<file path="src/rtl/timer8_pkg.sv">
// Constants, register map and types shared by the 8-bit waveform timer
package timer8_pkg;

	// ==========================================================
	// Widths and counter limits
	localparam int DATA_W = 8;
	localparam int NUM_CHAN = 2;
	localparam int CHAN_A = 0;
	localparam int CHAN_B = 1;
	localparam logic [7:0] CNT_MAX = 8'hFF;
	localparam logic [7:0] CNT_BOTTOM = 8'h00;
	localparam logic [7:0] CNT_ONE = 8'h01;

	// ==========================================================
	// Register byte addresses
	localparam logic [7:0] ADDR_CTRL = 8'h00;
	localparam logic [7:0] ADDR_COUNT = 8'h04;
	localparam logic [7:0] ADDR_CMP_A = 8'h08;
	localparam logic [7:0] ADDR_CMP_B = 8'h0C;
	localparam logic [7:0] ADDR_FLAGS = 8'h10;
	localparam logic [7:0] ADDR_PIN_DIR = 8'h14;

	// ==========================================================
	// Field positions
	localparam int CTRL_MODE_LSB = 0;
	localparam int CTRL_OUT_B_LSB = 4;
	localparam int CTRL_OUT_A_LSB = 6;
	localparam int CTRL_CLK_LSB = 8;
	localparam int CTRL_FORCE_A_BIT = 16;
	localparam int CTRL_FORCE_B_BIT = 17;
	localparam int FLAG_WRAP_BIT = 0;
	localparam int FLAG_MATCH_A_BIT = 1;
	localparam int FLAG_MATCH_B_BIT = 2;
	localparam int PIN_DIR_A_BIT = 0;
	localparam int PIN_DIR_B_BIT = 1;
	localparam int MODE_HIGH_BIT = 2;

	// ==========================================================
	// Reset values
	localparam logic [2:0] MODE_RST = 3'h0;
	localparam logic [2:0] CLK_SEL_RST = 3'h0;
	localparam logic [7:0] COUNT_RST = 8'h00;
	localparam logic [7:0] CMP_RST = 8'h00;
	localparam logic [31:0] RDATA_RST = 32'h0000_0000;

	// ==========================================================
	// Waveform modes
	localparam logic [2:0] MODE_NORMAL = 3'h0;
	localparam logic [2:0] MODE_PC_MAX = 3'h1;
	localparam logic [2:0] MODE_CLEAR_MATCH = 3'h2;
	localparam logic [2:0] MODE_FAST_MAX = 3'h3;
	localparam logic [2:0] MODE_PC_CMP = 3'h5;
	localparam logic [2:0] MODE_FAST_CMP = 3'h7;

	// Compare output modes
	localparam logic [1:0] OUT_OFF = 2'h0;
	localparam logic [1:0] OUT_TOGGLE = 2'h1;
	localparam logic [1:0] OUT_CLEAR = 2'h2;
	localparam logic [1:0] OUT_SET = 2'h3;

	// ==========================================================
	// Clock source selection and prescale masks
	localparam logic [2:0] CLK_STOP = 3'h0;
	localparam logic [2:0] CLK_DIV1 = 3'h1;
	localparam logic [2:0] CLK_DIV8 = 3'h2;
	localparam logic [2:0] CLK_DIV64 = 3'h3;
	localparam logic [2:0] CLK_DIV256 = 3'h4;
	localparam logic [2:0] CLK_DIV1024 = 3'h5;
	localparam logic [2:0] CLK_EXT_FALL = 3'h6;
	localparam logic [2:0] CLK_EXT_RISE = 3'h7;
	localparam logic [9:0] MASK_DIV8 = 10'h007;
	localparam logic [9:0] MASK_DIV64 = 10'h03F;
	localparam logic [9:0] MASK_DIV256 = 10'h0FF;
	localparam logic [9:0] MASK_DIV1024 = 10'h3FF;
	localparam logic [9:0] PRESC_RST = 10'h000;

	typedef enum logic [1:0] {
		DIR_UP = 2'b01,
		DIR_DOWN = 2'b10
	} count_dir_t;

endpackage : timer8_pkg

</file>
<file path="src/rtl/timer8_compare.sv">
// One compare register with its software-side buffer
`timescale 1ns/1ps
module timer8_compare (
	input wire logic clk,
	input wire logic rst,
	input wire logic cpu_wr,
	input wire logic [7:0] cpu_wdata,
	input wire logic buffered,
	input wire logic load,
	output logic [7:0] active_value,
	output logic [7:0] buffer_value
);
	import timer8_pkg::*;

	typedef struct packed {
		logic [7:0] buf_val;
		logic [7:0] act_val;
	} cmp_state_t;

	cmp_state_t state_reg;
	cmp_state_t state_next;

	// ==========================================================
	// Next state
	always_comb begin
		state_next = state_reg;
		if (cpu_wr) begin
			state_next.buf_val = cpu_wdata;
		end
		if (!buffered) begin
			state_next.act_val = state_next.buf_val;
		end else if (load) begin
			// Old buffer moves even if software writes in the same cycle
			state_next.act_val = state_reg.buf_val;
		end
	end

	always_ff @(posedge clk or posedge rst) begin
		if (rst) begin
			state_reg <= '{buf_val: CMP_RST, act_val: CMP_RST};
		end else begin
			state_reg <= state_next;
		end
	end

	assign active_value = state_reg.act_val;
	assign buffer_value = state_reg.buf_val;

endmodule : timer8_compare

</file>
<file path="src/rtl/timer8_prescaler.sv">
// Timer clock enable generator: stop, divided I/O clock or external edge
`timescale 1ns/1ps
module timer8_prescaler (
	input wire logic clk,
	input wire logic rst,
	input wire logic [2:0] clock_source_sel,
	input wire logic ext_clk_in,
	output logic tick
);
	import timer8_pkg::*;

	typedef struct packed {
		logic [9:0] presc;
		logic ext_prev;
		logic tick;
	} presc_state_t;

	presc_state_t state_reg;
	presc_state_t state_next;

	// ==========================================================
	// Next state
	always_comb begin
		state_next = state_reg;
		state_next.presc = 10'(state_reg.presc + 10'h001);
		state_next.ext_prev = ext_clk_in;
		case (clock_source_sel)
			CLK_STOP: state_next.tick = 1'b0;
			CLK_DIV1: state_next.tick = 1'b1;
			CLK_DIV8: state_next.tick = (state_reg.presc & MASK_DIV8) == MASK_DIV8;
			CLK_DIV64: state_next.tick = (state_reg.presc & MASK_DIV64) == MASK_DIV64;
			CLK_DIV256: state_next.tick = (state_reg.presc & MASK_DIV256) == MASK_DIV256;
			CLK_DIV1024: state_next.tick = state_reg.presc == MASK_DIV1024;
			CLK_EXT_FALL: state_next.tick = state_reg.ext_prev & ~ext_clk_in;
			CLK_EXT_RISE: state_next.tick = ~state_reg.ext_prev & ext_clk_in;
			default: state_next.tick = 1'b0;
		endcase
	end

	always_ff @(posedge clk or posedge rst) begin
		if (rst) begin
			state_reg <= '{presc: PRESC_RST, ext_prev: 1'b0, tick: 1'b0};
		end else begin
			state_reg <= state_next;
		end
	end

	assign tick = state_reg.tick;

endmodule : timer8_prescaler

</file>
<file path="src/rtl/timer8_waveform.sv">
// 8-bit timer/counter with two compare channels, six waveform modes, APB slave
//
// Implementation choices: the address map and the APB slave port.
`timescale 1ns/1ps
module timer8_waveform (
	input wire logic clk,
	input wire logic rst,
	input wire logic psel,
	input wire logic penable,
	input wire logic pwrite,
	input wire logic [7:0] paddr,
	input wire logic [31:0] pwdata,
	output logic [31:0] prdata,
	output logic pready,
	output logic pslverr,
	input wire logic ext_clk_in,
	input wire logic irq_ack_wrap,
	input wire logic irq_ack_match_a,
	input wire logic irq_ack_match_b,
	output logic wrap_flag,
	output logic match_a_flag,
	output logic match_b_flag,
	output logic wave_out_a,
	output logic wave_out_a_oe,
	output logic wave_out_b,
	output logic wave_out_b_oe
);
	import timer8_pkg::*;

	typedef struct packed {
		logic [2:0] waveform_mode_sel;
		logic [NUM_CHAN-1:0][1:0] compare_out_mode;
		logic [2:0] clock_source_sel;
		logic [NUM_CHAN-1:0] pin_dir;
		logic [7:0] count_value;
		count_dir_t dir;
		logic blocked;
		logic wrap_flag;
		logic [NUM_CHAN-1:0] match_flag;
		logic [NUM_CHAN-1:0] wave_out;
		logic [NUM_CHAN-1:0] up_done;
		logic [NUM_CHAN-1:0] pin_out;
		logic [NUM_CHAN-1:0] pin_oe;
		logic [31:0] prdata;
		logic pready;
		logic pslverr;
	} timer_state_t;

	timer_state_t state_reg;
	timer_state_t state_next;

	logic tick;
	logic [NUM_CHAN-1:0] cmp_wr;
	logic [NUM_CHAN-1:0][7:0] cmp_act;
	logic [NUM_CHAN-1:0][7:0] cmp_buf;
	logic is_fast;
	logic is_pc;
	logic is_pwm;
	logic cmp_load;
	logic [7:0] top_value;
	logic wr_en;

	// ==========================================================
	// Timer clock enable
	timer8_prescaler u_prescaler (
		.clk(clk),
		.rst(rst),
		.clock_source_sel(state_reg.clock_source_sel),
		.ext_clk_in(ext_clk_in),
		.tick(tick)
	);

	// ==========================================================
	// Mode decode shared with the compare channels
	always_comb begin
		is_fast = (state_reg.waveform_mode_sel == MODE_FAST_MAX) ||
			(state_reg.waveform_mode_sel == MODE_FAST_CMP);
		is_pc = (state_reg.waveform_mode_sel == MODE_PC_MAX) ||
			(state_reg.waveform_mode_sel == MODE_PC_CMP);
		is_pwm = is_fast | is_pc;
		if (is_pwm && state_reg.waveform_mode_sel[MODE_HIGH_BIT]) begin
			top_value = cmp_act[CHAN_A];
		end else begin
			top_value = CNT_MAX;
		end
		// Fast PWM loads as the counter leaves top for zero, phase-correct at top
		cmp_load = tick && (state_reg.count_value == top_value) &&
			(is_fast || (is_pc && state_reg.dir == DIR_UP));
		wr_en = psel && penable && pwrite && state_reg.pready;
	end

	// ==========================================================
	// Compare channels
	generate
		for (genvar ch = 0; ch < NUM_CHAN; ch++) begin : g_chan
			assign cmp_wr[ch] = wr_en &&
				(paddr == ((ch == CHAN_A) ? ADDR_CMP_A : ADDR_CMP_B));
			timer8_compare u_compare (
				.clk(clk),
				.rst(rst),
				.cpu_wr(cmp_wr[ch]),
				.cpu_wdata(pwdata[7:0]),
				.buffered(is_pwm),
				.load(cmp_load),
				.active_value(cmp_act[ch]),
				.buffer_value(cmp_buf[ch])
			);
		end
	endgenerate

	// ==========================================================
	// Next state
	always_comb begin
		logic apb_setup;
		logic addr_hit;
		logic [31:0] rdata;
		logic count_wr;
		logic ctrl_wr;
		logic flags_wr;
		logic at_top;
		logic at_bottom;
		logic up_slope;
		logic wrap_set;
		logic [NUM_CHAN-1:0] match;
		logic [NUM_CHAN-1:0] force_cmp;
		logic [NUM_CHAN-1:0] flag_clr;
		logic [1:0] om;
		logic tog_ok;

		state_next = state_reg;
		apb_setup = psel && !penable;
		count_wr = wr_en && (paddr == ADDR_COUNT);
		ctrl_wr = wr_en && (paddr == ADDR_CTRL);
		flags_wr = wr_en && (paddr == ADDR_FLAGS);
		at_top = state_reg.count_value == top_value;
		at_bottom = state_reg.count_value == CNT_BOTTOM;
		up_slope = (state_reg.dir == DIR_UP) || at_bottom;
		wrap_set = 1'b0;
		force_cmp = '0;
		match = '0;
		flag_clr = '0;
		om = OUT_OFF;
		tog_ok = 1'b0;

		// ------------------------------------------------------
		// Register decode and read data, captured in the setup phase
		addr_hit = 1'b1;
		rdata = RDATA_RST;
		case (paddr)
			ADDR_CTRL: begin
				rdata[CTRL_MODE_LSB +: 3] = state_reg.waveform_mode_sel;
				rdata[CTRL_OUT_B_LSB +: 2] = state_reg.compare_out_mode[CHAN_B];
				rdata[CTRL_OUT_A_LSB +: 2] = state_reg.compare_out_mode[CHAN_A];
				rdata[CTRL_CLK_LSB +: 3] = state_reg.clock_source_sel;
			end
			ADDR_COUNT: rdata[7:0] = state_reg.count_value;
			ADDR_CMP_A: rdata[7:0] = cmp_buf[CHAN_A];
			ADDR_CMP_B: rdata[7:0] = cmp_buf[CHAN_B];
			ADDR_FLAGS: begin
				rdata[FLAG_WRAP_BIT] = state_reg.wrap_flag;
				rdata[FLAG_MATCH_A_BIT] = state_reg.match_flag[CHAN_A];
				rdata[FLAG_MATCH_B_BIT] = state_reg.match_flag[CHAN_B];
			end
			ADDR_PIN_DIR: rdata[PIN_DIR_B_BIT:PIN_DIR_A_BIT] = state_reg.pin_dir;
			default: addr_hit = 1'b0;
		endcase
		state_next.pready = apb_setup;
		state_next.pslverr = apb_setup && !addr_hit;
		if (apb_setup) begin
			state_next.prdata = rdata;
		end

		// ------------------------------------------------------
		// Control writes
		if (ctrl_wr) begin
			state_next.waveform_mode_sel = pwdata[CTRL_MODE_LSB +: 3];
			state_next.compare_out_mode[CHAN_B] = pwdata[CTRL_OUT_B_LSB +: 2];
			state_next.compare_out_mode[CHAN_A] = pwdata[CTRL_OUT_A_LSB +: 2];
			state_next.clock_source_sel = pwdata[CTRL_CLK_LSB +: 3];
			// Force strobes act only outside PWM and never touch flags or count
			force_cmp[CHAN_A] = pwdata[CTRL_FORCE_A_BIT] && !is_pwm;
			force_cmp[CHAN_B] = pwdata[CTRL_FORCE_B_BIT] && !is_pwm;
		end
		if (wr_en && (paddr == ADDR_PIN_DIR)) begin
			state_next.pin_dir = pwdata[PIN_DIR_B_BIT:PIN_DIR_A_BIT];
		end

		// ------------------------------------------------------
		// Compare matches, suppressed for one tick after a counter write
		for (int i = 0; i < NUM_CHAN; i++) begin
			match[i] = tick && !state_reg.blocked &&
				(state_reg.count_value == cmp_act[i]);
		end

		// ------------------------------------------------------
		// Counting sequence; the waveform mode steers it, compare A sets top or the clear point
		if (count_wr) begin
			state_next.count_value = pwdata[7:0];
			state_next.blocked = 1'b1;
		end else if (tick) begin
			state_next.blocked = 1'b0;
			if (is_fast) begin
				state_next.dir = DIR_UP;
				if (at_top) begin
					state_next.count_value = CNT_BOTTOM;
					wrap_set = 1'b1;
				end else begin
					state_next.count_value = 8'(state_reg.count_value + CNT_ONE);
				end
			end else if (is_pc) begin
				wrap_set = at_bottom;
				if (state_reg.dir == DIR_UP) begin
					if (at_top) begin
						state_next.dir = DIR_DOWN;
						state_next.count_value = 8'(state_reg.count_value - CNT_ONE);
					end else begin
						state_next.count_value = 8'(state_reg.count_value + CNT_ONE);
					end
				end else begin
					if (at_bottom) begin
						state_next.dir = DIR_UP;
						state_next.count_value = CNT_ONE;
					end else begin
						state_next.count_value = 8'(state_reg.count_value - CNT_ONE);
					end
				end
			end else begin
				state_next.dir = DIR_UP;
				// Unused mode codes count like normal mode
				wrap_set = state_reg.count_value == CNT_MAX;
				if ((state_reg.waveform_mode_sel == MODE_CLEAR_MATCH) && match[CHAN_A]) begin
					state_next.count_value = CNT_BOTTOM;
				end else begin
					state_next.count_value = 8'(state_reg.count_value + CNT_ONE);
				end
			end
		end

		// ------------------------------------------------------
		// Waveform outputs per channel
		for (int i = 0; i < NUM_CHAN; i++) begin
			om = state_reg.compare_out_mode[i];
			tog_ok = (i == CHAN_A) && state_reg.waveform_mode_sel[MODE_HIGH_BIT];
			if (!is_pwm) begin
				if (match[i] || force_cmp[i]) begin
					case (om)
						OUT_TOGGLE: state_next.wave_out[i] = !state_reg.wave_out[i];
						OUT_CLEAR: state_next.wave_out[i] = 1'b0;
						OUT_SET: state_next.wave_out[i] = 1'b1;
						default: state_next.wave_out[i] = state_reg.wave_out[i];
					endcase
				end
			end else if (om[1]) begin
				if (is_fast) begin
					// Leaving top wins, so compare at top holds a steady level
					if (tick && at_top) begin
						state_next.wave_out[i] = !om[0];
					end else if (match[i]) begin
						state_next.wave_out[i] = om[0];
					end
				end else begin
					if (tick && at_top && state_reg.dir == DIR_UP) begin
						if (cmp_buf[i] == top_value) begin
							state_next.wave_out[i] = !om[0];
						end else if (!state_reg.up_done[i]) begin
							state_next.wave_out[i] = om[0];
						end
					end else if (match[i]) begin
						state_next.wave_out[i] = up_slope ? om[0] : !om[0];
					end
				end
			end else if ((om == OUT_TOGGLE) && tog_ok && match[i]) begin
				state_next.wave_out[i] = !state_reg.wave_out[i];
			end
			// Remembers an up-slope match so a missed one can be made up at top
			if (tick && at_bottom) begin
				state_next.up_done[i] = 1'b0;
			end
			if (is_pc && match[i] && up_slope) begin
				state_next.up_done[i] = 1'b1;
			end
			state_next.pin_out[i] = state_next.wave_out[i];
			state_next.pin_oe[i] = state_next.pin_dir[i] &&
				(state_next.compare_out_mode[i] != OUT_OFF);
		end

		// ------------------------------------------------------
		// Flags: a set in the same cycle as a clear wins
		flag_clr[CHAN_A] = irq_ack_match_a || (flags_wr && pwdata[FLAG_MATCH_A_BIT]);
		flag_clr[CHAN_B] = irq_ack_match_b || (flags_wr && pwdata[FLAG_MATCH_B_BIT]);
		state_next.match_flag = (state_reg.match_flag & ~flag_clr) | match;
		state_next.wrap_flag = (state_reg.wrap_flag &&
			!(irq_ack_wrap || (flags_wr && pwdata[FLAG_WRAP_BIT]))) || wrap_set;
	end

	// ==========================================================
	// State register
	always_ff @(posedge clk or posedge rst) begin
		if (rst) begin
			state_reg <= '{
				waveform_mode_sel: MODE_RST,
				compare_out_mode: '0,
				clock_source_sel: CLK_SEL_RST,
				pin_dir: '0,
				count_value: COUNT_RST,
				dir: DIR_UP,
				blocked: 1'b0,
				wrap_flag: 1'b0,
				match_flag: '0,
				wave_out: '0,
				up_done: '0,
				pin_out: '0,
				pin_oe: '0,
				prdata: RDATA_RST,
				pready: 1'b0,
				pslverr: 1'b0
			};
		end else begin
			state_reg <= state_next;
		end
	end

	// ==========================================================
	// Outputs, all straight from the state register
	assign prdata = state_reg.prdata;
	assign pready = state_reg.pready;
	assign pslverr = state_reg.pslverr;
	assign wrap_flag = state_reg.wrap_flag;
	assign match_a_flag = state_reg.match_flag[CHAN_A];
	assign match_b_flag = state_reg.match_flag[CHAN_B];
	assign wave_out_a = state_reg.pin_out[CHAN_A];
	assign wave_out_a_oe = state_reg.pin_oe[CHAN_A];
	assign wave_out_b = state_reg.pin_out[CHAN_B];
	assign wave_out_b_oe = state_reg.pin_oe[CHAN_B];

endmodule : timer8_waveform

</file>
<file path="config.mk">
export PLATFORM = sky130hd
export DESIGN_NAME = timer8_waveform
export DESIGN_NICKNAME = d
export VERILOG_FILES = /design/src/rtl/timer8_pkg.sv /design/src/rtl/timer8_compare.sv /design/src/rtl/timer8_prescaler.sv /design/src/rtl/timer8_waveform.sv
export SDC_FILE = /design/constraint.sdc
export NUM_CORES = 1
export LEC_CHECK = 0
export BUFFER_PORTS_ARGS = -buffer_cell sky130_fd_sc_hd__buf_2
export CAP_MARGIN = 25
export CORE_UTILIZATION = 30
export CTS_CLUSTER_DIAMETER = 100
export DETAILED_ROUTE_END_ITERATION = 12
export PLACE_DENSITY = 0.58
export RECOVER_POWER = 50
export SYNTH_ARGS = -nofsm -noshare
export SYNTH_HDL_FRONTEND = slang
export SYNTH_SLANG_ARGS = --single-unit
</file>
<file path="constraint.sdc">
create_clock -name clk -period 4 [get_ports clk]
set_clock_uncertainty 0.15 [all_clocks]
set_input_delay 0.2 -clock clk [delete_from_list [all_inputs] [get_ports clk]]
set_output_delay 0.2 -clock clk [all_outputs]
set_load 0.03 [all_outputs]
</file>
==> run summary <==
GLOBAL ROUTE
-----------------------------------------------------------------------------------------
GRT Overall Usage ..........................................................        0.176
Number of antenna violations at the first check in global routing ..........            0
Overflow after GRT .........................................................            0
Wire length of the first global-routing pass ............................... 26500 microns
Largest net degree at the start of global routing ..........................           74
Via count of the first global-routing pass .................................         4572

WORST HOLD PATH
-----------------------------------------------------------------------------------------
Min-delay worst type .......................................................       in2reg

STA
-----------------------------------------------------------------------------------------
Max_slew headroom ..........................................................       -0.186
Final setup viols ..........................................................            0
Period minus WS final ......................................................      3.12 ns
Max frequency ..............................................................    0.321 GHz
Slew at the pin with the worst max-slew slack ..............................      1.78 ns
Unrepaired setup endpoints after global routing ............................        false
Final hold vios ............................................................            0
Worst setup margin .........................................................     0.883 ns
Final sum of negative setup slack ..........................................         0 ns
Final period util ..........................................................        0.779
Max-slew violation count ...................................................           72

SYNTHESIS
-----------------------------------------------------------------------------------------
Count of unique library cells instantiated by Yosys ........................           65
Area of the mapped netlist .................................................   5810 sq um
Total of warnings raised by yosys ..........................................            0
Top_reg_cell synth .........................................................      dfrtp_1
Seq cells post-synth .......................................................           89
Proportion of synthesized chip area in sequential cells ....................        0.384
Count of flip-flops with a built-in enable after synthesis .................            0
Proportion of register bits with asynchronous set or reset after synthesis .         1.00
Syn Inst Count .............................................................          651
Synthesized area divided by synthesized cell count .........................   8.92 sq um

WORST SETUP PATH
-----------------------------------------------------------------------------------------
Worst Path Required ........................................................      4.09 ns
Reg2Reg Setup Slack ........................................................      0.88 ns
Critical path peak fanout ..................................................           21
Class of the most critical setup path ......................................      reg2reg
Startpoint class of the critical path ......................................         flop
Worst Setup End Kind .......................................................         flop
Crit path arrival time .....................................................      3.21 ns

POWER
-----------------------------------------------------------------------------------------
Fraction of power spent switching nets .....................................        0.312
Relative contribution of combinational cells to total power ................        0.173
Power Dens Cells ...........................................................  360 nW/um^2
Part of the power in registers .............................................        0.434
Switching power summed over all nets .......................................     0.734 mW
Cell internal pwr ..........................................................      1.62 mW
Max VDD drop ...............................................................     0.189 mV
Leak pwr ...................................................................      2.86 nW
Clock Power Share ..........................................................        0.393

ROUTING
-----------------------------------------------------------------------------------------
Drt pass-1 iters ...........................................................            5
Number of DRC markers after the initial detailed-route iteration ...........          455
Detailed-route wire length per cell ........................................ 17.9 microns
Count of unresolved DRC violations after routing ...........................            0
Post-Route WL .............................................................. 16900 microns
Routed via count ...........................................................         4921
Vias per Instance ..........................................................         5.20
Number of routed nets with antenna violations ..............................            0

CTS
-----------------------------------------------------------------------------------------
Clock tree buffer depth ....................................................            2
Count of H-tree levels built during CTS ....................................            3
CTS Root Buffer Type .......................................................    clkbuf_16
Post-cts repair resize count ...............................................            0
Clock sink total ...........................................................           89
CTS tree ...................................................................          yes
Clock latency at the later pin of the worst-skew pair ......................      0.36 ns
Clock-pin slew on the worst setup and hold paths ...........................      0.07 ns
Post-CTS Setup Inserts .....................................................            0
TritonCTS Buffers ..........................................................            9
Quantity of hold-fixing buffers added after cts ............................            8

FLOORPLANNING
-----------------------------------------------------------------------------------------
Site Rows ..................................................................           50
Die Span Y .................................................................  141 microns
Floorplan die area .........................................................  19900 sq um
Core footprint .............................................................  18800 sq um
# IOs ......................................................................           90
Effective utilization at floorplan .........................................        0.308
Die Span X .................................................................  141 microns

PLACE
-----------------------------------------------------------------------------------------
GPL Wtd Cong ...............................................................        0.883
Number of I/O port buffers .................................................           49
Worst-case setup slack after placement .....................................     0.939 ns
HPWL after DPL ............................................................. 12300 microns
DP Cell Count ..............................................................          921

STATUS
-----------------------------------------------------------------------------------------
Failing checks ............................................................. max-capacitance violations, max-slew violations
Outcome .................................................................... complete, but fails checks

FINAL LAYOUT
-----------------------------------------------------------------------------------------
Total area of multi-input combinational cells ..............................   3200 sq um
Share of cells above drive strength 1 ......................................        0.146
N_diodes ...................................................................            0
Layout overhead on the synthesized area ....................................        12.5%
Total area of sequential cells .............................................   2230 sq um
Final instance count without filler cells ..................................          946
Largest register FFs .......................................................           25
Number of nets at the end of the flow ......................................          735
Fillers ....................................................................         1933

JOB
-----------------------------------------------------------------------------------------
Count of max-cap constraint violations .....................................            1

## cells in the mapped netlist, drive strengths merged (17+ instances only)
| cell | number | area [sq um] |
|---|---|---|
| nand3 | 20 | 100 |
| buf | 42 | 285 |
| a21oi | 37 | 189 |
| nor3 | 17 | 85.1 |
| mux2 | 26 | 293 |
| dfrtp | 88 | 2200 |
| xor2 | 21 | 184 |
| clkbuf | 30 | 113 |
| mux2i | 21 | 210 |
| nor2 | 37 | 139 |
| xnor2 | 21 | 184 |
| o21ai | 31 | 155 |
| nand2 | 87 | 327 |
## final cells by class
cell class,count,area share
multi-input combinational,495,0.489
sequential,89,0.341
timing repair buffer,71,0.0615
tap,260,0.0498
clock buffer,9,0.0345
clock inverter,7,0.0147
inverter,15,0.00881
## layer usage
metal  vias up  wire, microns  track usage
met5         -              0            0
met4         0            227       0.0412
met3        12           1010       0.0387
met2       160           7800        0.278
met1      2389           7890        0.243
li1       2360              -            -
## cells by family (layout without fill, tap and decap cells)
family,count (synthesis),count (layout),synth area share
simple gates,239,239,0.212
compound gates,141,141,0.164
flops,89,89,0.384
buf+inv,87,102,0.0782
mux,47,47,0.0866
xor+xnor,42,42,0.0634
fa+ha+maj,5,5,0.0108
other cells,1,21,0.000646
## worst max-delay path: stages (launching register included)
cell and delay (ns):
dfrtp_2 0.37, nand2_1 0.43, and3_1 0.41, o32ai_2 0.50
nor2_1 0.30, nor4bb_1 0.21, or4_1 0.42, o22a_1 0.20
## power groups by stage
stage                     Clock (mW)  Sequential [mW]  Combinational [mW]
after floorplan                    0            0.974               0.360
after global placement             0             1.03               0.394
after detailed placement           0             1.03               0.398
after CTS                      0.945             1.02               0.405
after global routing           0.978             1.03               0.456
final                          0.922             1.02               0.408
## through the flow
stage / hold slack (ns) / area [sq um] / total power, mW / utilization
6_report: 0.0179 / 6530 / 2.35 / 0.347
5_1_grt: 0.0339 / 6530 / 2.46 / 0.347
4_1_cts: 0.00458 / 6560 / 2.37 / 0.348
3_5_place_dp: 0.197 / 6150 / 1.43 / 0.327
3_3_place_gp: 0.190 / 6150 / 1.43 / 0.327
2_1_floorplan: 0.0814 / 5880 / 1.33 / -
## cells in the final DEF (no fill, tap or decap), types with 4 or more instances in the layout
cell,instances
nand2_1,87
dfrtp_1,87
nor2_1,37
a21oi_1,36
o21ai_0,31
buf_2,31
mux2_2,26
mux2i_1,21
xnor2_1,21
xor2_1,21
conb_1,21
nand3_1,20
clkbuf_1,19
nor3_1,17
inv_1,14
nor4_1,12
buf_4,12
and3_1,11
o21a_1,11
clkbuf_16,9
or3_1,8
dlygate4sd3_1,8
a31oi_1,7
nor4bb_1,6
nand4_1,5
nand2b_1,5
a22o_1,5
or2_2,5
ha_1,5
a221oi_1,4
a222oi_1,4
a32o_1,4
and2_1,4
o211ai_1,4
nand3b_1,4
a311oi_1,4
## worst paths after layout
| check | startpoint | to | cells after the start |
|---|---|---|---|
| max | state_reg[65] | wave_out_b | 7 |
| min | paddr[3] | pslverr | 3 |
| max reg2reg | state_reg[65] | wave_out_b | 7 |
| max in group asynchronous | rst | state_reg[55] | 5 |
| min in group asynchronous | rst | u_prescaler.state_reg[3] | 3 |
| min reg2reg | u_prescaler.state_reg[2] | u_prescaler.state_reg[2] | 1 |
(Power assumes the default switching activity.)
